[config.mk]
export PLATFORM = sky130hd
export DESIGN_NAME = spbt_serial_port
export DESIGN_NICKNAME = d
export VERILOG_FILES = /design/src/rtl/spbt_serial_port.v /design/src/rtl/spbt_prbs11.v
export VERILOG_INCLUDE_DIRS = /design/src /design/src/rtl
export SDC_FILE = /design/constraint.sdc
export NUM_CORES = 1
export LEC_CHECK = 0
export ABC_AREA = 1
export BUFFER_PORTS_ARGS = -buffer_cell sky130_fd_sc_hd__buf_2
export CAP_MARGIN = 30
export CORE_ASPECT_RATIO = 0.75
export CORE_MARGIN = 2
export CORE_UTILIZATION = 35
export CTS_CLUSTER_SIZE = 28
export DETAILED_ROUTE_END_ITERATION = 10
export GPL_TIMING_DRIVEN = 0
export RECOVER_POWER = 25
export REMOVE_ABC_BUFFERS = 1
export SYNTH_ARGS = -nofsm -noshare
export SYNTH_HDL_FRONTEND = slang
export SYNTH_HIERARCHICAL = 1
export SYNTH_SLANG_ARGS = --single-unit
export TNS_END_PERCENT = 1
[constraint.sdc]
create_clock -name i_core_clk -period 7 [get_ports i_core_clk]
set_input_delay 1.05 -clock i_core_clk [delete_from_list [all_inputs] [get_ports i_core_clk]]
set_output_delay 1.05 -clock i_core_clk [all_outputs]
set_load 0.01 [all_outputs]
[src/rtl/spbt_defines.vh]
`ifndef SPBT_DEFINES_VH
`define SPBT_DEFINES_VH
// Test sequence register length and period.
`define SPBT_PRBS_LEN      11
`define SPBT_PRBS_PERIOD   2047
// Start state of the sequence, all stages set.
`define SPBT_PRBS_SEED     11'h7FF
// Feedback taps for x^11 + x^9 + 1 (stage indices).
`define SPBT_TAP_A         10
`define SPBT_TAP_B         8
// Error-rate measurement window in bits.
`define SPBT_BER_WINDOW    1000000
// Synchronisation window and its 10% error limit.
`define SPBT_SYNC_WINDOW   256
`define SPBT_SYNC_LIMIT    25
// Core clock period in ns and default link bit-clock periods in ns.
`define SPBT_CORE_NS       20
`define SPBT_TX_BIT_NS     160
`define SPBT_RX_BIT_NS     160
// Half-period counts of the generated bit clocks, in core cycles.
`define SPBT_TX_HALF       ((`SPBT_TX_BIT_NS / 2) / `SPBT_CORE_NS)
`define SPBT_RX_HALF       ((`SPBT_RX_BIT_NS / 2) / `SPBT_CORE_NS)
`endif

[src/rtl/spbt_serial_port.v]
`include "spbt_defines.vh"
`default_nettype none
// How it works
// - One-bit clocked serial in and out.
// - Device drives both user bit clocks.
// - No user bit when framed: send empty-frame filler.
// - Test sequence may replace user data.
// - Sequence is 2047-bit, eleven-stage register.
// - Sync high while aligned with sequence.
// - Byte-error flag, meaningful only when synced.
// - Start pulse every 2047 bits, under 10%.
// - Count errors over million-bit window, 32-bit.
// - Count updates per window; reads do not clear.
module spbt_serial_port #(
  parameter integer TX_HALF    = `SPBT_TX_HALF,
  parameter integer RX_HALF    = `SPBT_RX_HALF,
  parameter integer BER_WINDOW = `SPBT_BER_WINDOW
) (
  input  wire        i_core_clk,
  input  wire        i_nrst,
  input  wire        i_frame_en,
  input  wire        i_prbs_tx_en,
  input  wire        i_tx_data,
  input  wire        i_tx_data_valid,
  output reg         o_tx_clk,
  output reg         o_mod_valid,
  output reg         o_mod_bit,
  output reg         o_mod_idle,
  input  wire        i_mod_ready,
  input  wire        i_dem_valid,
  input  wire        i_dem_bit,
  output reg         o_rx_clk,
  output reg         o_rx_data,
  output reg         o_sync,
  output reg         o_byte_err,
  output reg         o_seq_start,
  output reg  [31:0] o_err_count
);
  // Three-stage synchronisers for the user pins.
  reg  [2:0]  data_sync;
  reg  [2:0]  valid_sync;
  // Filtered user levels, updated once stages two and three agree.
  reg         user_bit;
  reg         user_valid;
  // Transmit bit-clock divider.
  reg  [15:0] tx_cnt;
  // Second buffer entry: a skid slot holding {idle, bit}.
  reg         skid_valid;
  reg         skid_bit;
  reg         skid_idle;
  // Push request toward the buffer and its contents.
  reg         push;
  reg         push_bit;
  reg         push_idle;
  // Generator step and output.
  reg         prbs_step;
  wire        prbs_bit;
  // Receive bit-clock divider and held demodulated bit.
  reg  [15:0] rx_cnt;
  reg         rx_hold;
  // Checker history, newest bit in stage zero.
  reg  [10:0] hist;
  reg  [3:0]  hist_fill;
  // Sync window counters.
  reg  [8:0]  sync_bits;
  reg  [8:0]  sync_errs;
  // Byte error tracking.
  reg  [2:0]  byte_pos;
  reg         byte_bad;
  // Error-rate window counters.
  reg  [19:0] win_bits;
  reg  [31:0] win_errs;
  // Predicted bit and mismatch for the current received bit.
  wire        pred;
  wire        bit_err;
  wire        pop;
  wire        tx_rise;
  wire        rx_fall;

  // Predicts the next sequence bit from the received history.
  function next_bit;
    input [10:0] h;
    begin
      next_bit = h[`SPBT_TAP_A] ^ h[`SPBT_TAP_B];
    end
  endfunction

  assign pred    = next_bit(hist);
  assign bit_err = (hist_fill == 4'hB) && (pred != i_dem_bit);
  assign pop     = o_mod_valid & i_mod_ready;
  // The rising edge is held back while the buffer is full, so the user
  // simply sees a stretched clock and no bit is ever dropped.
  assign tx_rise = !o_tx_clk && (tx_cnt == TX_HALF[15:0] - 16'h0001) && !skid_valid;
  assign rx_fall = o_rx_clk && (rx_cnt == RX_HALF[15:0] - 16'h0001);

  spbt_prbs11 u_gen (
    .i_core_clk (i_core_clk),
    .i_nrst     (i_nrst),
    .i_step     (prbs_step),
    .o_bit      (prbs_bit)
  );

  // Synchronise user pins; a change counts once the last two stages agree.
  // The chain runs on through reset, so the first bit clock after release
  // already sees the settled pin levels rather than a reset value.
  always @(posedge i_core_clk) begin
    data_sync  <= {data_sync[1:0], i_tx_data};
    valid_sync <= {valid_sync[1:0], i_tx_data_valid};
    if (data_sync[2] == data_sync[1]) begin
      user_bit <= data_sync[2];
    end
    if (valid_sync[2] == valid_sync[1]) begin
      user_valid <= valid_sync[2];
    end
  end

  // Transmit clock generator driven out to the user source.
  always @(posedge i_core_clk) begin
    if (!i_nrst) begin
      tx_cnt   <= 16'h0000;
      o_tx_clk <= 1'b0;
    end else if (tx_cnt == TX_HALF[15:0] - 16'h0001) begin
      if (o_tx_clk || !skid_valid) begin
        o_tx_clk <= !o_tx_clk;
        tx_cnt   <= 16'h0000;
      end
    end else begin
      tx_cnt <= tx_cnt + 16'h0001;
    end
  end

  // Chooses what enters the modulator path at each rising edge.
  always @* begin
    push      = 1'b0;
    push_bit  = 1'b0;
    push_idle = 1'b0;
    prbs_step = 1'b0;
    if (tx_rise) begin
      push = 1'b1;
      if (i_prbs_tx_en) begin
        prbs_step = 1'b1;
        push_bit  = prbs_bit;
      end else if (i_frame_en && !user_valid) begin
        push_idle = 1'b1;
      end else begin
        push_bit = user_bit;
      end
    end
  end

  // Two-entry buffer: head drives the outputs, skid absorbs a stall.
  always @(posedge i_core_clk) begin
    if (!i_nrst) begin
      o_mod_valid <= 1'b0;
      o_mod_bit   <= 1'b0;
      o_mod_idle  <= 1'b0;
      skid_valid  <= 1'b0;
      skid_bit    <= 1'b0;
      skid_idle   <= 1'b0;
    end else if (pop) begin
      if (skid_valid) begin
        o_mod_bit  <= skid_bit;
        o_mod_idle <= skid_idle;
        skid_valid <= push;
        skid_bit   <= push_bit;
        skid_idle  <= push_idle;
      end else begin
        o_mod_valid <= push;
        o_mod_bit   <= push_bit;
        o_mod_idle  <= push_idle;
      end
    end else if (push) begin
      if (!o_mod_valid) begin
        o_mod_valid <= 1'b1;
        o_mod_bit   <= push_bit;
        o_mod_idle  <= push_idle;
      end else begin
        skid_valid <= 1'b1;
        skid_bit   <= push_bit;
        skid_idle  <= push_idle;
      end
    end
  end

  // Receive clock and data toward the user sink.
  always @(posedge i_core_clk) begin
    if (!i_nrst) begin
      rx_cnt    <= 16'h0000;
      o_rx_clk  <= 1'b0;
      rx_hold   <= 1'b0;
      o_rx_data <= 1'b0;
    end else begin
      if (i_dem_valid) begin
        rx_hold <= i_dem_bit;
      end
      if (rx_cnt == RX_HALF[15:0] - 16'h0001) begin
        o_rx_clk <= !o_rx_clk;
        rx_cnt   <= 16'h0000;
      end else begin
        rx_cnt <= rx_cnt + 16'h0001;
      end
      if (rx_fall) begin
        o_rx_data <= rx_hold;
      end
    end
  end

  // Self-aligning checker: each bit is predicted from the eleven before it.
  always @(posedge i_core_clk) begin
    if (!i_nrst) begin
      hist        <= 11'h000;
      hist_fill   <= 4'h0;
      sync_bits   <= 9'h000;
      sync_errs   <= 9'h000;
      o_sync      <= 1'b0;
      byte_pos    <= 3'h0;
      byte_bad    <= 1'b0;
      o_byte_err  <= 1'b0;
      o_seq_start <= 1'b0;
      win_bits    <= 20'h00000;
      win_errs    <= 32'h00000000;
      o_err_count <= 32'h00000000;
    end else begin
      o_byte_err  <= 1'b0;
      o_seq_start <= 1'b0;
      if (i_dem_valid) begin
        hist <= {hist[9:0], i_dem_bit};
        if (hist_fill != 4'hB) begin
          hist_fill <= hist_fill + 4'h1;
        end
        if (sync_bits == `SPBT_SYNC_WINDOW - 1) begin
          o_sync    <= (sync_errs + {8'h00, bit_err}) < `SPBT_SYNC_LIMIT;
          sync_bits <= 9'h000;
          sync_errs <= 9'h000;
        end else begin
          sync_bits <= sync_bits + 9'h001;
          sync_errs <= sync_errs + {8'h00, bit_err};
        end
        byte_pos <= byte_pos + 3'h1;
        if (byte_pos == 3'h7) begin
          o_byte_err <= o_sync && (byte_bad || bit_err);
          byte_bad   <= 1'b0;
        end else begin
          byte_bad <= byte_bad || bit_err;
        end
        if (o_sync && ({hist[9:0], i_dem_bit} == `SPBT_PRBS_SEED)) begin
          o_seq_start <= 1'b1;
        end
        if (win_bits == BER_WINDOW[19:0] - 20'h00001) begin
          o_err_count <= win_errs + {31'h00000000, bit_err};
          win_errs    <= 32'h00000000;
          win_bits    <= 20'h00000;
        end else begin
          win_errs <= win_errs + {31'h00000000, bit_err};
          win_bits <= win_bits + 20'h00001;
        end
      end
    end
  end
endmodule
`default_nettype wire

[src/rtl/spbt_prbs11.v]
`include "spbt_defines.vh"
`default_nettype none
// Free-standing 11-stage maximal-length generator; steps once per enable.
module spbt_prbs11 (
  input  wire i_core_clk,
  input  wire i_nrst,
  input  wire i_step,
  output reg  o_bit
);
  // Shift register state, never all zero.
  reg [`SPBT_PRBS_LEN-1:0] state;
  // Feedback bit of the current state.
  wire                     fb;
  // Seed state and the first bit that it yields.
  localparam [`SPBT_PRBS_LEN-1:0] SEED    = `SPBT_PRBS_SEED;
  localparam [0:0]                SEED_FB = SEED[`SPBT_TAP_A] ^ SEED[`SPBT_TAP_B];

  assign fb = state[`SPBT_TAP_A] ^ state[`SPBT_TAP_B];

  // Each step shifts the feedback in and loads the output with the feedback of the next step.
  always @(posedge i_core_clk) begin
    if (!i_nrst) begin
      state <= SEED;
      o_bit <= SEED_FB;
    end else if (i_step) begin
      state <= {state[`SPBT_PRBS_LEN-2:0], fb};
      // The output runs one step ahead: it is the bit that the next step yields,
      // so a caller that steps and reads in one cycle gets that step's bit.
      o_bit <= state[`SPBT_TAP_A-1] ^ state[`SPBT_TAP_B-1];
    end
  end
endmodule
`default_nettype wire

; Word-level counts from Yosys, hierarchy flattened
; Cells that the tools add are included.
[op_classes]
n_eq_ne = 15
magnitude_cmp = 1
n_mux = 40
n_addsub = 9
bitwise = 5
reduce_logical = 26
[op_table]
columns = op, n
row1 = 1-bit two-way mux, 34
row2 = "16-bit by 1-bit adder with 16-bit output, second input constant", 2
row3 = 32-bit by 1-bit adder with 32-bit output, 1
row4 = "16-bit by 2-bit equality test with 1-bit output, second input constant", 2
row5 = 16-bit two-way mux, 2
row6 = 32-bit two-way mux, 1
row7 = "20-bit by 1-bit adder with 20-bit output, second input constant", 1
row8 = "20-bit equality test, second input constant", 1
row9 = 20-bit two-way mux, 1
row10 = 9-bit two-way mux, 2
row11 = 2-bit AND reduction, 8
row12 = "11-bit equality test, second input constant", 1
row13 = 9-bit by 1-bit adder with 10-bit output, 1
row14 = "10-bit by 5-bit < comparator with 1-bit output, second input constant", 1
row15 = 9-bit by 1-bit adder with 9-bit output, 1
row16 = "9-bit by 1-bit adder with 9-bit output, second input constant", 1
row17 = "9-bit by 8-bit equality test with 1-bit output, second input constant", 1
row18 = 1-bit logical AND, 7
row19 = 3-bit AND reduction, 2
row20 = "4-bit by 1-bit adder with 4-bit output, second input constant", 1
row21 = "4-bit equality test, second input constant", 1
row22 = 1-bit logical NOT, 4
row23 = "2-bit by 1-bit inequality test with 1-bit output, second input constant", 2
row24 = "2-bit inequality test, second input constant", 2
row25 = 11 further kinds, 16
[totals]
register_bits = 186
input_bits = 9
elab_cells = 126
out_inout_bits = 41

; Depth between registers and ports, before layout
; Gate-level depths: netlist of run 1.
[logic_depth]
ltp_word = 8
depth_mapped = 15

; Hierarchy
; The synthesis of run 1 kept the hierarchy.
[modules_own_cells]
columns = mod, area_per_inst_um2, instances, cells_per_inst, seq_area_each_um2
row1 = spbt_serial_port, 8082.8, 1, 1150, 3483.3
row2 = spbt_prbs11, 451.7, 1, 55, 240.2

; Worst setup path after synthesis of run 1
; OpenSTA, ideal clock, no wires.
[synth_timing]
path_kind = input to register
startpoint = input port i_dem_bit
endpoint = register win_errs[8]
t_arrival_ns = 2.815
path_stages = 13
setup_time_ns = 0.122
path_slack_ns = 4.064
cell_sequence = xnor2_1 > or2_2 > nand3b_1 > inv_1 > ha_1 > ha_1 > nand3_2 > inv_2 > nand2_2 > inv_1 > or2_2 > nand3_1 > o21ai_0
[synth_via]
elab_chain_len = 4
[synth_lines]
columns = item, line_no
row1 = "start, declared", spbt_serial_port.v:31  ; input wire i_dem_bit,
row2 = 1-bit inequality test, spbt_serial_port.v:89  ; assign bit_err = (hist_fill == 4'hB) && (pred != i_dem_bit);
row3 = 1-bit logical AND, spbt_serial_port.v:89
row4 = 32-bit by 1-bit adder with 32-bit output, spbt_serial_port.v:254  ; win_errs <= win_errs + {31'h00000000, bit_err};
row5 = 32-bit two-way mux, spbt_serial_port.v:249  ; if (win_bits == BER_WINDOW[19:0] - 20'h00001) begin
row6 = "end signal, assigned", spbt_serial_port.v:254
row7 = "end, declared", spbt_serial_port.v:72  ; reg [31:0] win_errs;
; No other way between the ends.
; A chain may end at the register's enable or synchronous reset.

==> summary by stage, run 1 <==
STA
Setup violations remaining at the end of the flow were counted as 0. After layout, the minimum clock period comes to 4040 ps. The worst relative slew slack is 13.7%. The final max-slew violation count is 0. For this run, the top clock speed supported by timing is 0.248 GHz.

Setup repair after global routing left no endpoint under its margin. Setup slack closes at 2960 ps. The final number of hold-violating endpoints is 0. The final critical-path share of the clock period is 57.7%. In the final timing run, aggregate negative setup slack is 0 ps. The clock skew is 14.3 ps.

For the pin with the worst max-slew slack, the measured transition is 1290 ps.

Detailed routing
Wires add up to 18.4 mm. After detailed routing, the average wire length per cell comes to 11.6 um. The number of nets still failing antenna checks after routing is 0.

Across all layers, the routed design uses 7328 vias. The number of iterations in the first detailed-routing pass is 4. After detailed routing, the number of remaining DRC violations is 0. The first-iteration detailed-routing DRC count is 361. The detail-routed via count per cell is 4.62.

Yosys
The synthesized area divided by synthesized cell count is 7.08 um2. The total of warnings raised by yosys is 6. The synthesized netlist contains 42 unique library cells. The post-synth design cell area is 8530 um2. Yosys attributes the largest share of cell area to dfxtp_1 (43%), nand2_1 (17%), nor2_1 (7.3%), a21oi_1 (4.5%), inv_1 (4.0%).

The top cell type by area accounts for 42.9% of the synthesized area. The sequential share of the synthesized area is 43.6%. Of all cell types, the one taking the most synthesized area is dfxtp_1. The cell count after synthesis is 1205. The number of synthesized register bits is 185.

Setup path
The maximum net fanout on the critical path is 32. The signal on the critical path passes through clkbuf_1 -> clkbuf_1 -> nand2_1 -> inv_2 -> o21ai_0 -> nor2_1. For this run, the slowest stage of the critical path takes 1020 ps. Setup slack on the worst reg-to-reg path comes out at 4380 ps.

Data on the critical path is required at its endpoint by 7370 ps. The length in cells of the worst reg-to-reg path is 13. The endpoint of the worst register-to-register path is win_errs[10]. The most used cell along the critical path is clkbuf_1. The kind of start point of the critical path is an input port. The cell type of the slowest stage on the worst timing path is clkbuf_1.

The origin of the critical flop-to-flop path is hist_fill[0]. The number of stages on the worst setup path is 6. Among cell families on the critical path, the largest total delay comes from buffers and inverters. The launching instance or port of the critical path is i_nrst. The most critical setup path has its endpoint at win_bits[9]. Data on the critical path arrives at its endpoint at 4410 ps. The number of buffers and inverters on the critical path is 3. The category of the most critical setup path is in2reg.

The worst setup path is captured at a flip-flop.

Finish
The number of antenna diodes in the final layout is 0. The post-route netlist has 9.96% of its cells at a drive strength greater than 1. The number of nets in the layout is 1262. The area added between synthesis and finish is 12.6%. Cells fill 40.1% of the core in the end. In the layout the commonest cells are nand2_1 (376), dfxtp_1 (183), nor2_1 (164). The final standard cell count with taps included and fillers excluded is 1586. The most common cell after layout, fill and taps aside is nand2_1.

CTS
The total clock sinks is 185. The number of levels in the clock H-tree is 4. Clock-pin slew was measured on the worst setup and hold paths at 80 ps.

The buffer cell driving the clock tree root is clkbuf_16. The number of buffers added to fix hold violations after cts is 0. Buffers added to address setup during post-CTS repair amount to 0.

The number of gates resized after CTS was 0. The later pin in the worst-skew pair is clocked with a latency of 440 ps. The CTS tree is done. The CTS buffer count is 17. The maximum root-to-sink buffer count is 2.

Placement
Input and output buffers added on the ports amount to 49. The congestion estimate from routability-driven global placement came to 0.884. The pre-CTS setup slack is 3600 ps. Once placement completed, the tool counted placed cells totaling 1554. Summed over all nets, the half-perimeter wirelength after detailed placement is 12.6 mm.

Floorplanning
The die outline area is 25700 um2. Measured along the x axis, the die boundary spans 184 um. In this run the core area contains 49 standard-cell rows. For this configuration, the core starts out at a cell density of 35.6%.

50 I/O pins were placed. The core outline area is 24000 um2. From bottom edge to top edge, the die measures 139 um.

Pwr
The worst-case IR drop observed on VDD is 154 uV. The leakage power of the design is 3.81 nW. In this run the power density over the cells is 221 nW/um2.

Global route
The overall track demand over capacity in global routing is 15.0%. Entering global routing, the biggest net connects 72 pins. For this run the aggregate overflow at the end of global routing stands at 0. The number of antenna violations at the first check in global routing is 0.

The global-route wire length before repair is 31.7 mm. The number of global-route vias before repair came to 6532.

Hold path
The worst min-delay path category is reg2reg.

Run
The count of max-cap constraint violations is 0.

Status
The run finished with clean final reports.
-- worst min path at each step --
stage          slack, ps          start       endpoint  cells past startpoint
2_1_floorplan        310   data_sync[0]   data_sync[1]                      0
3_3_place_gp         320   data_sync[0]   data_sync[1]                      0
3_5_place_dp         320  valid_sync[0]  valid_sync[1]                      0
4_1_cts              340  valid_sync[0]  valid_sync[1]                      0
5_1_grt              350   data_sync[0]   data_sync[1]                      0
6_report             330  valid_sync[0]  valid_sync[1]                      0
-- logic make-up (layout without fill, tap and decap cells) --
kind of cell	Yosys count	after routing	share of synthesized area, %
compound gates	135	135	8.43
xor+xnor	37	37	3.80
buf+inv	134	184	6.70
simple gates	703	703	35.8
fa+ha+maj	11	11	1.61
flops	185	185	43.6
-- flip-flops by register name (all words and copies together) (netlist names), 3 cells and up --
| register | cells |
|---|---|
| o_err_count | 32 |
| hist | 11 |
| tx_cnt | 16 |
| hist_fill | 4 |
| u_gen/state | 11 |
| rx_cnt | 16 |
| valid_sync | 3 |
| sync_errs | 9 |
| data_sync | 3 |
| win_bits | 20 |
| sync_bits | 9 |
| win_errs | 32 |
| byte_pos | 3 |
-- metrics by stage --
stage          instance area (um2)  total power [mW]  hold slack, ps
5_1_grt                       9610              2.23             354
6_report                      9610              2.12             333
4_1_cts                       9640              2.17             336
2_1_floorplan                 8340              1.16             310
3_5_place_dp                  9060              1.20             317
3_3_place_gp                  9000              1.20             320
-- per-layer routing --
metal	wire (um)	up-vias	global-route usage, %	part of all wire, %
met2	7630	91	22.0	42
met5	0	-	0	0
met4	166	0	3.58	0.90
met3	653	16	3.69	3.6
li1	-	3917	-	-
met1	9920	3304	22.0	54
-- Yosys cell counts --
| cell type | instances |
|---|---|
| a211oi_1 | 1 |
| a21oi_1 | 77 |
| a21oi_2 | 1 |
| a22oi_1 | 6 |
| a31o_2 | 1 |
| a31oi_1 | 1 |
| and2_1 | 1 |
| buf_1 | 5 |
| buf_2 | 7 |
| buf_4 | 2 |
| buf_6 | 7 |
| clkbuf_1 | 13 |
| dfxtp_1 | 183 |
| edfxtp_1 | 2 |
| ha_1 | 11 |
| inv_1 | 92 |
| inv_2 | 8 |
| nand2_1 | 376 |
| nand2_2 | 5 |
| nand3_1 | 56 |
| nand3_2 | 3 |
| nand3b_1 | 15 |
| nand4_1 | 17 |
| nand4_4 | 1 |
| nor2_1 | 165 |
| nor2_2 | 13 |
| nor2_4 | 7 |
| nor2_8 | 1 |
| nor2b_1 | 1 |
| nor3_1 | 26 |
| nor3_2 | 2 |
| nor3_4 | 1 |
| nor3b_1 | 4 |
| nor4_1 | 3 |
| o211ai_2 | 1 |
| o21a_1 | 3 |
| o21ai_0 | 40 |
| o21ai_1 | 2 |
| o22ai_1 | 2 |
| or2_2 | 6 |
| xnor2_1 | 9 |
| xor2_1 | 28 |
-- where the power goes --
part	switching [mW]	leakage [nW]	internal (mW)
Sequential	0.0134	1.50	1.07
Combinational	0.0606	2.03	0.0262
Clock	0.474	0.278	0.476
Total	0.548	3.81	1.58
-- area by class of cell --
class	count	area, um2
inverters	100	378
fillers	2527	14400
clock inverters	15	153
flip-flops and latches	185	3720
repair buffers	52	274
clock buffers	17	425
multi-input cells	886	4240
well taps	331	414
(Power assumes the default switching activity.)
==> run 2: changes to the inputs <==
==> constraint.sdc (replaced) <==
create_clock -name i_core_clk -period 3.6 [get_ports i_core_clk]
set_input_delay 0.54 -clock i_core_clk [delete_from_list [all_inputs] [get_ports i_core_clk]]
set_output_delay 0.54 -clock i_core_clk [all_outputs]
set_load 0.01 [all_outputs]
==> summary by stage, run 2 (same netlist as run 1, synthesis figures left out) <==
Finish
The final cell area excluding filler cells is 9620 um2 (about the same). The number of nets in the layout was 1262 (unchanged). The number of diodes was 0 (unchanged). The most common cell after layout, fill and taps aside is nand2_1. The ratio of cells with drive above 1 in the final layout came to 9.00% (-0.96 points). The area added between synthesis and finish is 12.7% (about the same). The final standard cell count with taps included and fillers excluded is 1586 (unchanged). In the layout the commonest cells are nand2_1 (376), dfxtp_1 (183), nor2_1 (164). The share of the core filled with cells is 40.1% (about the same). The largest registers in the layout are o_err_count (32), win_errs (32), win_bits (20).

Detailed routing
The detail-routed via count per cell is 4.62 (about the same). The number of design rule violations left after detail routing is 0 (unchanged). The final routed wire length divided by cell count is 11.6 um (about the same). The first-iteration detailed-routing DRC count is 365 (+1.1%). The number of iterations in the first detailed-routing pass is 5 (+1). The via count is 7324 (-0.055%). The final routed wirelength across all metal layers is 18.3 mm (about the same). The number of nets still failing antenna checks after routing was 0 (unchanged).

Pwr
The total power is 4.13 mW (+95%). The leakage power of the design was 3.76 nW (-1.3%). The peak supply drop is 300 uV (+94%). The cell area power density is 430 nW/um2 (+95%).

CTS
The buffer cell driving the clock tree root is clkbuf_16. The number of post-CTS setup repair buffers is 0 (unchanged). The maximum root-to-sink buffer count is 2 (unchanged). The number of levels in the clock H-tree is 4 (unchanged). The insertion delay of the later-clocked pin in the worst-skew pair came to 440 ps (about the same). The CTS buffer count is 17 (unchanged).

The total clock sinks is 185 (unchanged). TritonCTS built the clock tree. The number of gates resized after cts is 0 (unchanged). The number of buffers added to fix hold violations after cts is 0 (unchanged). The CTS clock-pin slew for the worst setup and hold paths came to 80 ps (about the same).

Setup path
STA classifies the critical path startpoint as an input port. The worst-case register-to-register setup slack is 980 ps (-3400 ps). The endpoint of the worst register-to-register path is win_errs[10]. The data arrival time of the critical path is 3110 ps (-1300 ps). The worst register-to-register path begins at hist_fill[0]. The length in cells of the worst reg-to-reg path came to 13 (unchanged). The worst setup path is captured at a flip-flop. The worst setup path is of the in2reg kind. The maximum net fanout on the critical path was 28 (-13%).

The required time reported for the critical path endpoint is 3950 ps (-3420 ps).

STA
The final critical-path share of the clock period is 76.7%. The final worst slack is 840 ps (-2120 ps). The fmax is 0.362 GHz.

The count of endpoints failing setup in the final report is 0 (unchanged). The clock skew came to 14.5 ps (+0.225 ps). The worst relative slew slack is 11.6% (-2.0 points). The slew of the pin with the lowest slew margin came to 1330 ps (+30.6 ps).

The final max-slew violation count came to 0 (unchanged). The final setup TNS is 0 ps (unchanged). The tightest hold margin was 203 ps (-130 ps).

The final number of hold-violating endpoints is 0 (unchanged). Setup repair after global routing left no endpoint under its margin. After layout, the minimum clock period comes to 2760 ps.

Placement
The placer congestion estimate was 0.884 (unchanged). The HPWL after detailed placement is 12.6 mm (unchanged). The total instance count after detailed placement is 1554 (unchanged).

The pre-CTS setup slack is 705 ps (-2890 ps). The number of buffer cells added on primary ports is 49 (unchanged). The placed standard-cell area is 9060 um2 (unchanged).

Hold path
The number of stages on the worst hold path came to 1 (+1). The worst min-delay path category is in2reg. The destination of the worst hold path is valid_sync[0]. The startpoint of the lowest-slack hold path is i_tx_data_valid.

Global route
The pin count of the biggest net entering global routing came to 72 (unchanged). The global-route wire length before repair is 31.7 mm (unchanged). The met1 track utilization from global routing is 22.0% (unchanged). The global routing stage identified its most utilized layer as met2. The number of global-route vias before repair is 6532 (unchanged).

The overflow left after global routing is 0 (unchanged). The met2 usage in global routing is 22.0% (unchanged). The number of antenna violations at the first check in global routing came to 0 (unchanged). The met3 routing resource usage after global routing is 3.69% (unchanged).

The overall track demand over capacity in global routing is 15.0% (unchanged).

Floorplanning
The core outline area is 24000 um2 (unchanged). The vertical extent of the die is 139 um (unchanged). The standard-cell row count was 49 (unchanged).

The effective utilization at floorplan was 35.6% (unchanged). The top-level I/O count is 50 (unchanged). The width of the die is 184 um (unchanged). The die outline area is 25700 um2 (unchanged).

Status
The flow ran to the end, and the final reports show no timing, DRC or antenna violations.

Run
The count of max-cap constraint violations was 0 (unchanged).
## run 2: cell count changes in the layout (fill, tap and decap cells not counted)
cell	change
buf_16	+1
clkbuf_1	+13
buf_2	-14
inv_1	-1
inv_2	+1
## run 2: how the worst max path moves through the flow
stage	start	endpoint	slack, ps	cells after the start
after floorplan	i_dem_bit	o_err_count[8]	1170	13
after global placement	i_dem_valid	win_errs[4]	-630	5
after detailed placement	i_dem_bit	o_err_count[8]	710	14
after CTS	hist_fill[0]	win_errs[10]	950	13
after global routing	i_dem_valid	win_errs[3]	490	6
final	i_dem_valid	win_errs[12]	840	6
## run 2: area by class of cell
class | count | area, um2
fillers | 2529 | 14400
inverters | 100 | 378
multi-input cells | 886 | 4240
clock inverters | 15 | 153
repair buffers | 52 | 280
flip-flops and latches | 185 | 3720
well taps | 331 | 414
clock buffers | 17 | 425
## run 2: worst max-delay path: stages
cell,delay (ps)
clkbuf_1,940
inv_2,460
nor2_2,710
buf_8,250
nand2_1,70
a21oi_1,130
## run 2: metal layers
metal / share of wire, % / routed length (um) / up-vias
li1: - / - / 3916
met1: 53 / 9780 / 3290
met2: 42 / 7700 / 102
met3: 3.9 / 710 / 16
met4: 0.89 / 164 / 0
met5: 0 / 0 / -
## run 2: where the power goes
part           internal [mW]  leakage (nW)  switching, mW  total [mW]
Clock                  0.926         0.278          0.924        1.85
Combinational         0.0535          1.98          0.118       0.172
Sequential              2.09          1.50         0.0260        2.11
Total                   3.07          3.76           1.07        4.13
==> run 3: changes to the inputs <==
==> constraint.sdc (replaced) <==
create_clock -name i_core_clk -period 2.5 [get_ports i_core_clk]
set_input_delay 0.375 -clock i_core_clk [delete_from_list [all_inputs] [get_ports i_core_clk]]
set_output_delay 0.375 -clock i_core_clk [all_outputs]
set_load 0.01 [all_outputs]
==> summary by stage, run 3 (same netlist as run 1, synthesis figures left out) <==
STA
The worst relative slew slack was 39.7% (+28 points). Setup repair after global routing left no endpoint under its margin. The fmax is 0.429 GHz. The final setup TNS is 0 ps (unchanged). The count of endpoints failing setup in the final report was 0 (unchanged). The final number of hold-violating endpoints is 0 (unchanged). The slew of the pin with the lowest slew margin is 904 ps (-422 ps). The final critical-path share of the clock period is 93.3%. The final max-slew violation count was 0 (unchanged). The shortest period the worst path allows is 2330 ps. The clock skew is 16.0 ps (+1.47 ps).

Floorplanning
The die outline area is 25700 um2 (unchanged). The width of the die is 184 um (unchanged). The top-level I/O count was 50 (unchanged). The core outline area is 24000 um2 (unchanged).

The vertical extent of the die is 139 um (unchanged). The standard-cell row count is 49 (unchanged). The effective utilization at floorplan was 35.6% (unchanged).

CTS
The CTS buffer count is 17 (unchanged). The total clock sinks is 185 (unchanged). The cell sitting at the root of the clock tree is a clkbuf_16. The number of levels in the clock H-tree was 4 (unchanged). The CTS clock-pin slew for the worst setup and hold paths was 80 ps (about the same). The insertion delay of the later-clocked pin in the worst-skew pair is 440 ps (about the same). The maximum root-to-sink buffer count was 2 (unchanged). The number of buffers added to fix hold violations after cts is 0 (unchanged). The CTS tree is done.

Setup path
The worst setup path is captured at a flip-flop. The length in cells of the worst reg-to-reg path is 13 (unchanged). Walking the worst path, the cells encountered are xnor2_1 -> or2_2 -> nand3b_1 -> inv_2 -> ha_4 -> ha_4 -> nand3_4 -> inv_2 -> nand2_2 -> inv_1 -> or2_2 -> nand3_1 -> a22oi_1. The maximum net fanout on the critical path is 4 (-86%). The combined buffer and inverter count along the critical path was 3 (unchanged). The cell type of the slowest stage on the worst timing path is dfxtp_2.

The setup path with the least slack is of type reg2reg. The worst setup path is launched from a flip-flop. The endpoint of the worst register-to-register path is o_err_count[8].

The origin of the critical flop-to-flop path is hist[8]. The data arrival time of the critical path is 2630 ps (-480 ps). The required time reported for the critical path endpoint is 2800 ps (-1150 ps). The worst-case register-to-register setup slack was 170 ps (-810 ps). The peak per-stage delay on the critical path is 350 ps (-590 ps). The kind of cell adding the most delay to the critical path is simple AND/OR/NAND/NOR gates.

Detailed routing
The detail-routed via count per cell was 4.61 (-0.10%). The first-iteration detailed-routing DRC count is 410 (+12%). The number of iterations in the first detailed-routing pass came to 5 (unchanged). The number of design rule violations left after detail routing is 0 (unchanged). The via count came to 7335 (+0.15%). The final routed wire length divided by cell count is 11.6 um (about the same).

The final routed wirelength across all metal layers came to 18.4 mm (+0.18%). The number of nets still failing antenna checks after routing is 0 (unchanged).

Hold path
The worst hold path terminates at valid_sync[0]. The worst min-delay path category is in2reg. The startpoint of the lowest-slack hold path is i_tx_data_valid. The number of stages on the worst hold path came to 1 (unchanged).

Global route
The overflow left after global routing was 0 (unchanged). The pin count of the biggest net entering global routing came to 72 (unchanged). The global-route wire length before repair is 31.7 mm (about the same). The number of global-route vias before repair is 6535 (+0.046%). The number of antenna violations at the first check in global routing was 0 (unchanged). The overall track demand over capacity in global routing came to 15.0% (about the same).

Placement
The number of buffer cells added on primary ports is 49 (unchanged). The placed standard-cell area is 9060 um2 (unchanged). The HPWL after detailed placement is 12.6 mm (unchanged). The placer congestion estimate is 0.884 (unchanged).

Pwr
The cell area power density came to 614 nW/um2 (+43%). The leakage power of the design is 3.76 nW (-0.10%). The peak supply drop is 430 uV (+44%).

Status
The flow ran to the end, and the final reports show no timing, DRC or antenna violations.

Finish
The ratio of cells with drive above 1 in the final layout was 9.45% (+0.45 points). The number of diodes is 0 (unchanged). The number of nets in the layout came to 1266 (+0.32%).

In the layout the commonest cells are nand2_1 (376), dfxtp_1 (182), nor2_1 (164). The area growth from synthesis to layout is 13.6%. The most common cell after layout, fill and taps aside is nand2_1. The final cell area excluding filler cells came to 9700 um2 (+0.83%). The largest registers in the layout are o_err_count (32), win_errs (32), win_bits (20).

Run
The count of max-cap constraint violations is 0 (unchanged).
==> run 3: worst max path at each step <==
stage	slack (ps)	start	endpoint	cells past startpoint
floorplan	240	i_dem_bit	o_err_count[8]	13
global placement	-1560	i_dem_valid	win_errs[4]	5
detailed placement	-230	i_dem_bit	o_err_count[8]	14
CTS	30	hist_fill[0]	win_errs[16]	13
global route	20	hist_fill[1]	win_errs[26]	15
finish	170	hist[8]	o_err_count[8]	13
==> run 3: power breakdown <==
group	switching [mW]	leakage, nW	internal, mW	total, mW
sequential	0.0375	1.50	3.01	3.04
clock	1.33	0.278	1.33	2.66
combinational	0.172	1.98	0.0771	0.249
total	1.54	3.76	4.42	5.95
==> run 3: final cells by class <==
class | instances | area, um2
Clock buffer | 17 | 425
Tap cell | 331 | 414
Fill cell | 2527 | 14300
Sequential cell | 185 | 3720
Multi-Input combinational cell | 886 | 4290
Clock inverter | 15 | 153
Timing Repair Buffer | 56 | 307
Inverter | 100 | 378
==> run 3: repair_timing <==
item,in CTS,in global routing
setup buffers,0,4
setup endpoints to repair,17,17
gates cloned,0,0
gates resized for setup,6,6
pin swaps,0,1
==> run 3: metrics by stage <==
step                worst slack [ps]  hold slack, ps  cells  power [mW]  util [%]
floorplan                        237             310   1171        3.26         -
global placement               -1560             320   1551        3.35      37.5
detailed placement              -230             317   1554        3.36      37.8
CTS                             30.6            11.4   1586        6.07      40.3
global route                    21.3            7.03   1590        6.25      40.4
finish                           168            38.8   1590        5.95      40.4
==> run 3: metal layers <==
layer,part of all wire [%],vias to the layer above,global-route usage (%)
met1,53,3298,22.0
met2,42,101,22.0
li1,-,3921,-
met3,4.1,15,3.69
met5,0,-,0
met4,0.89,0,3.58
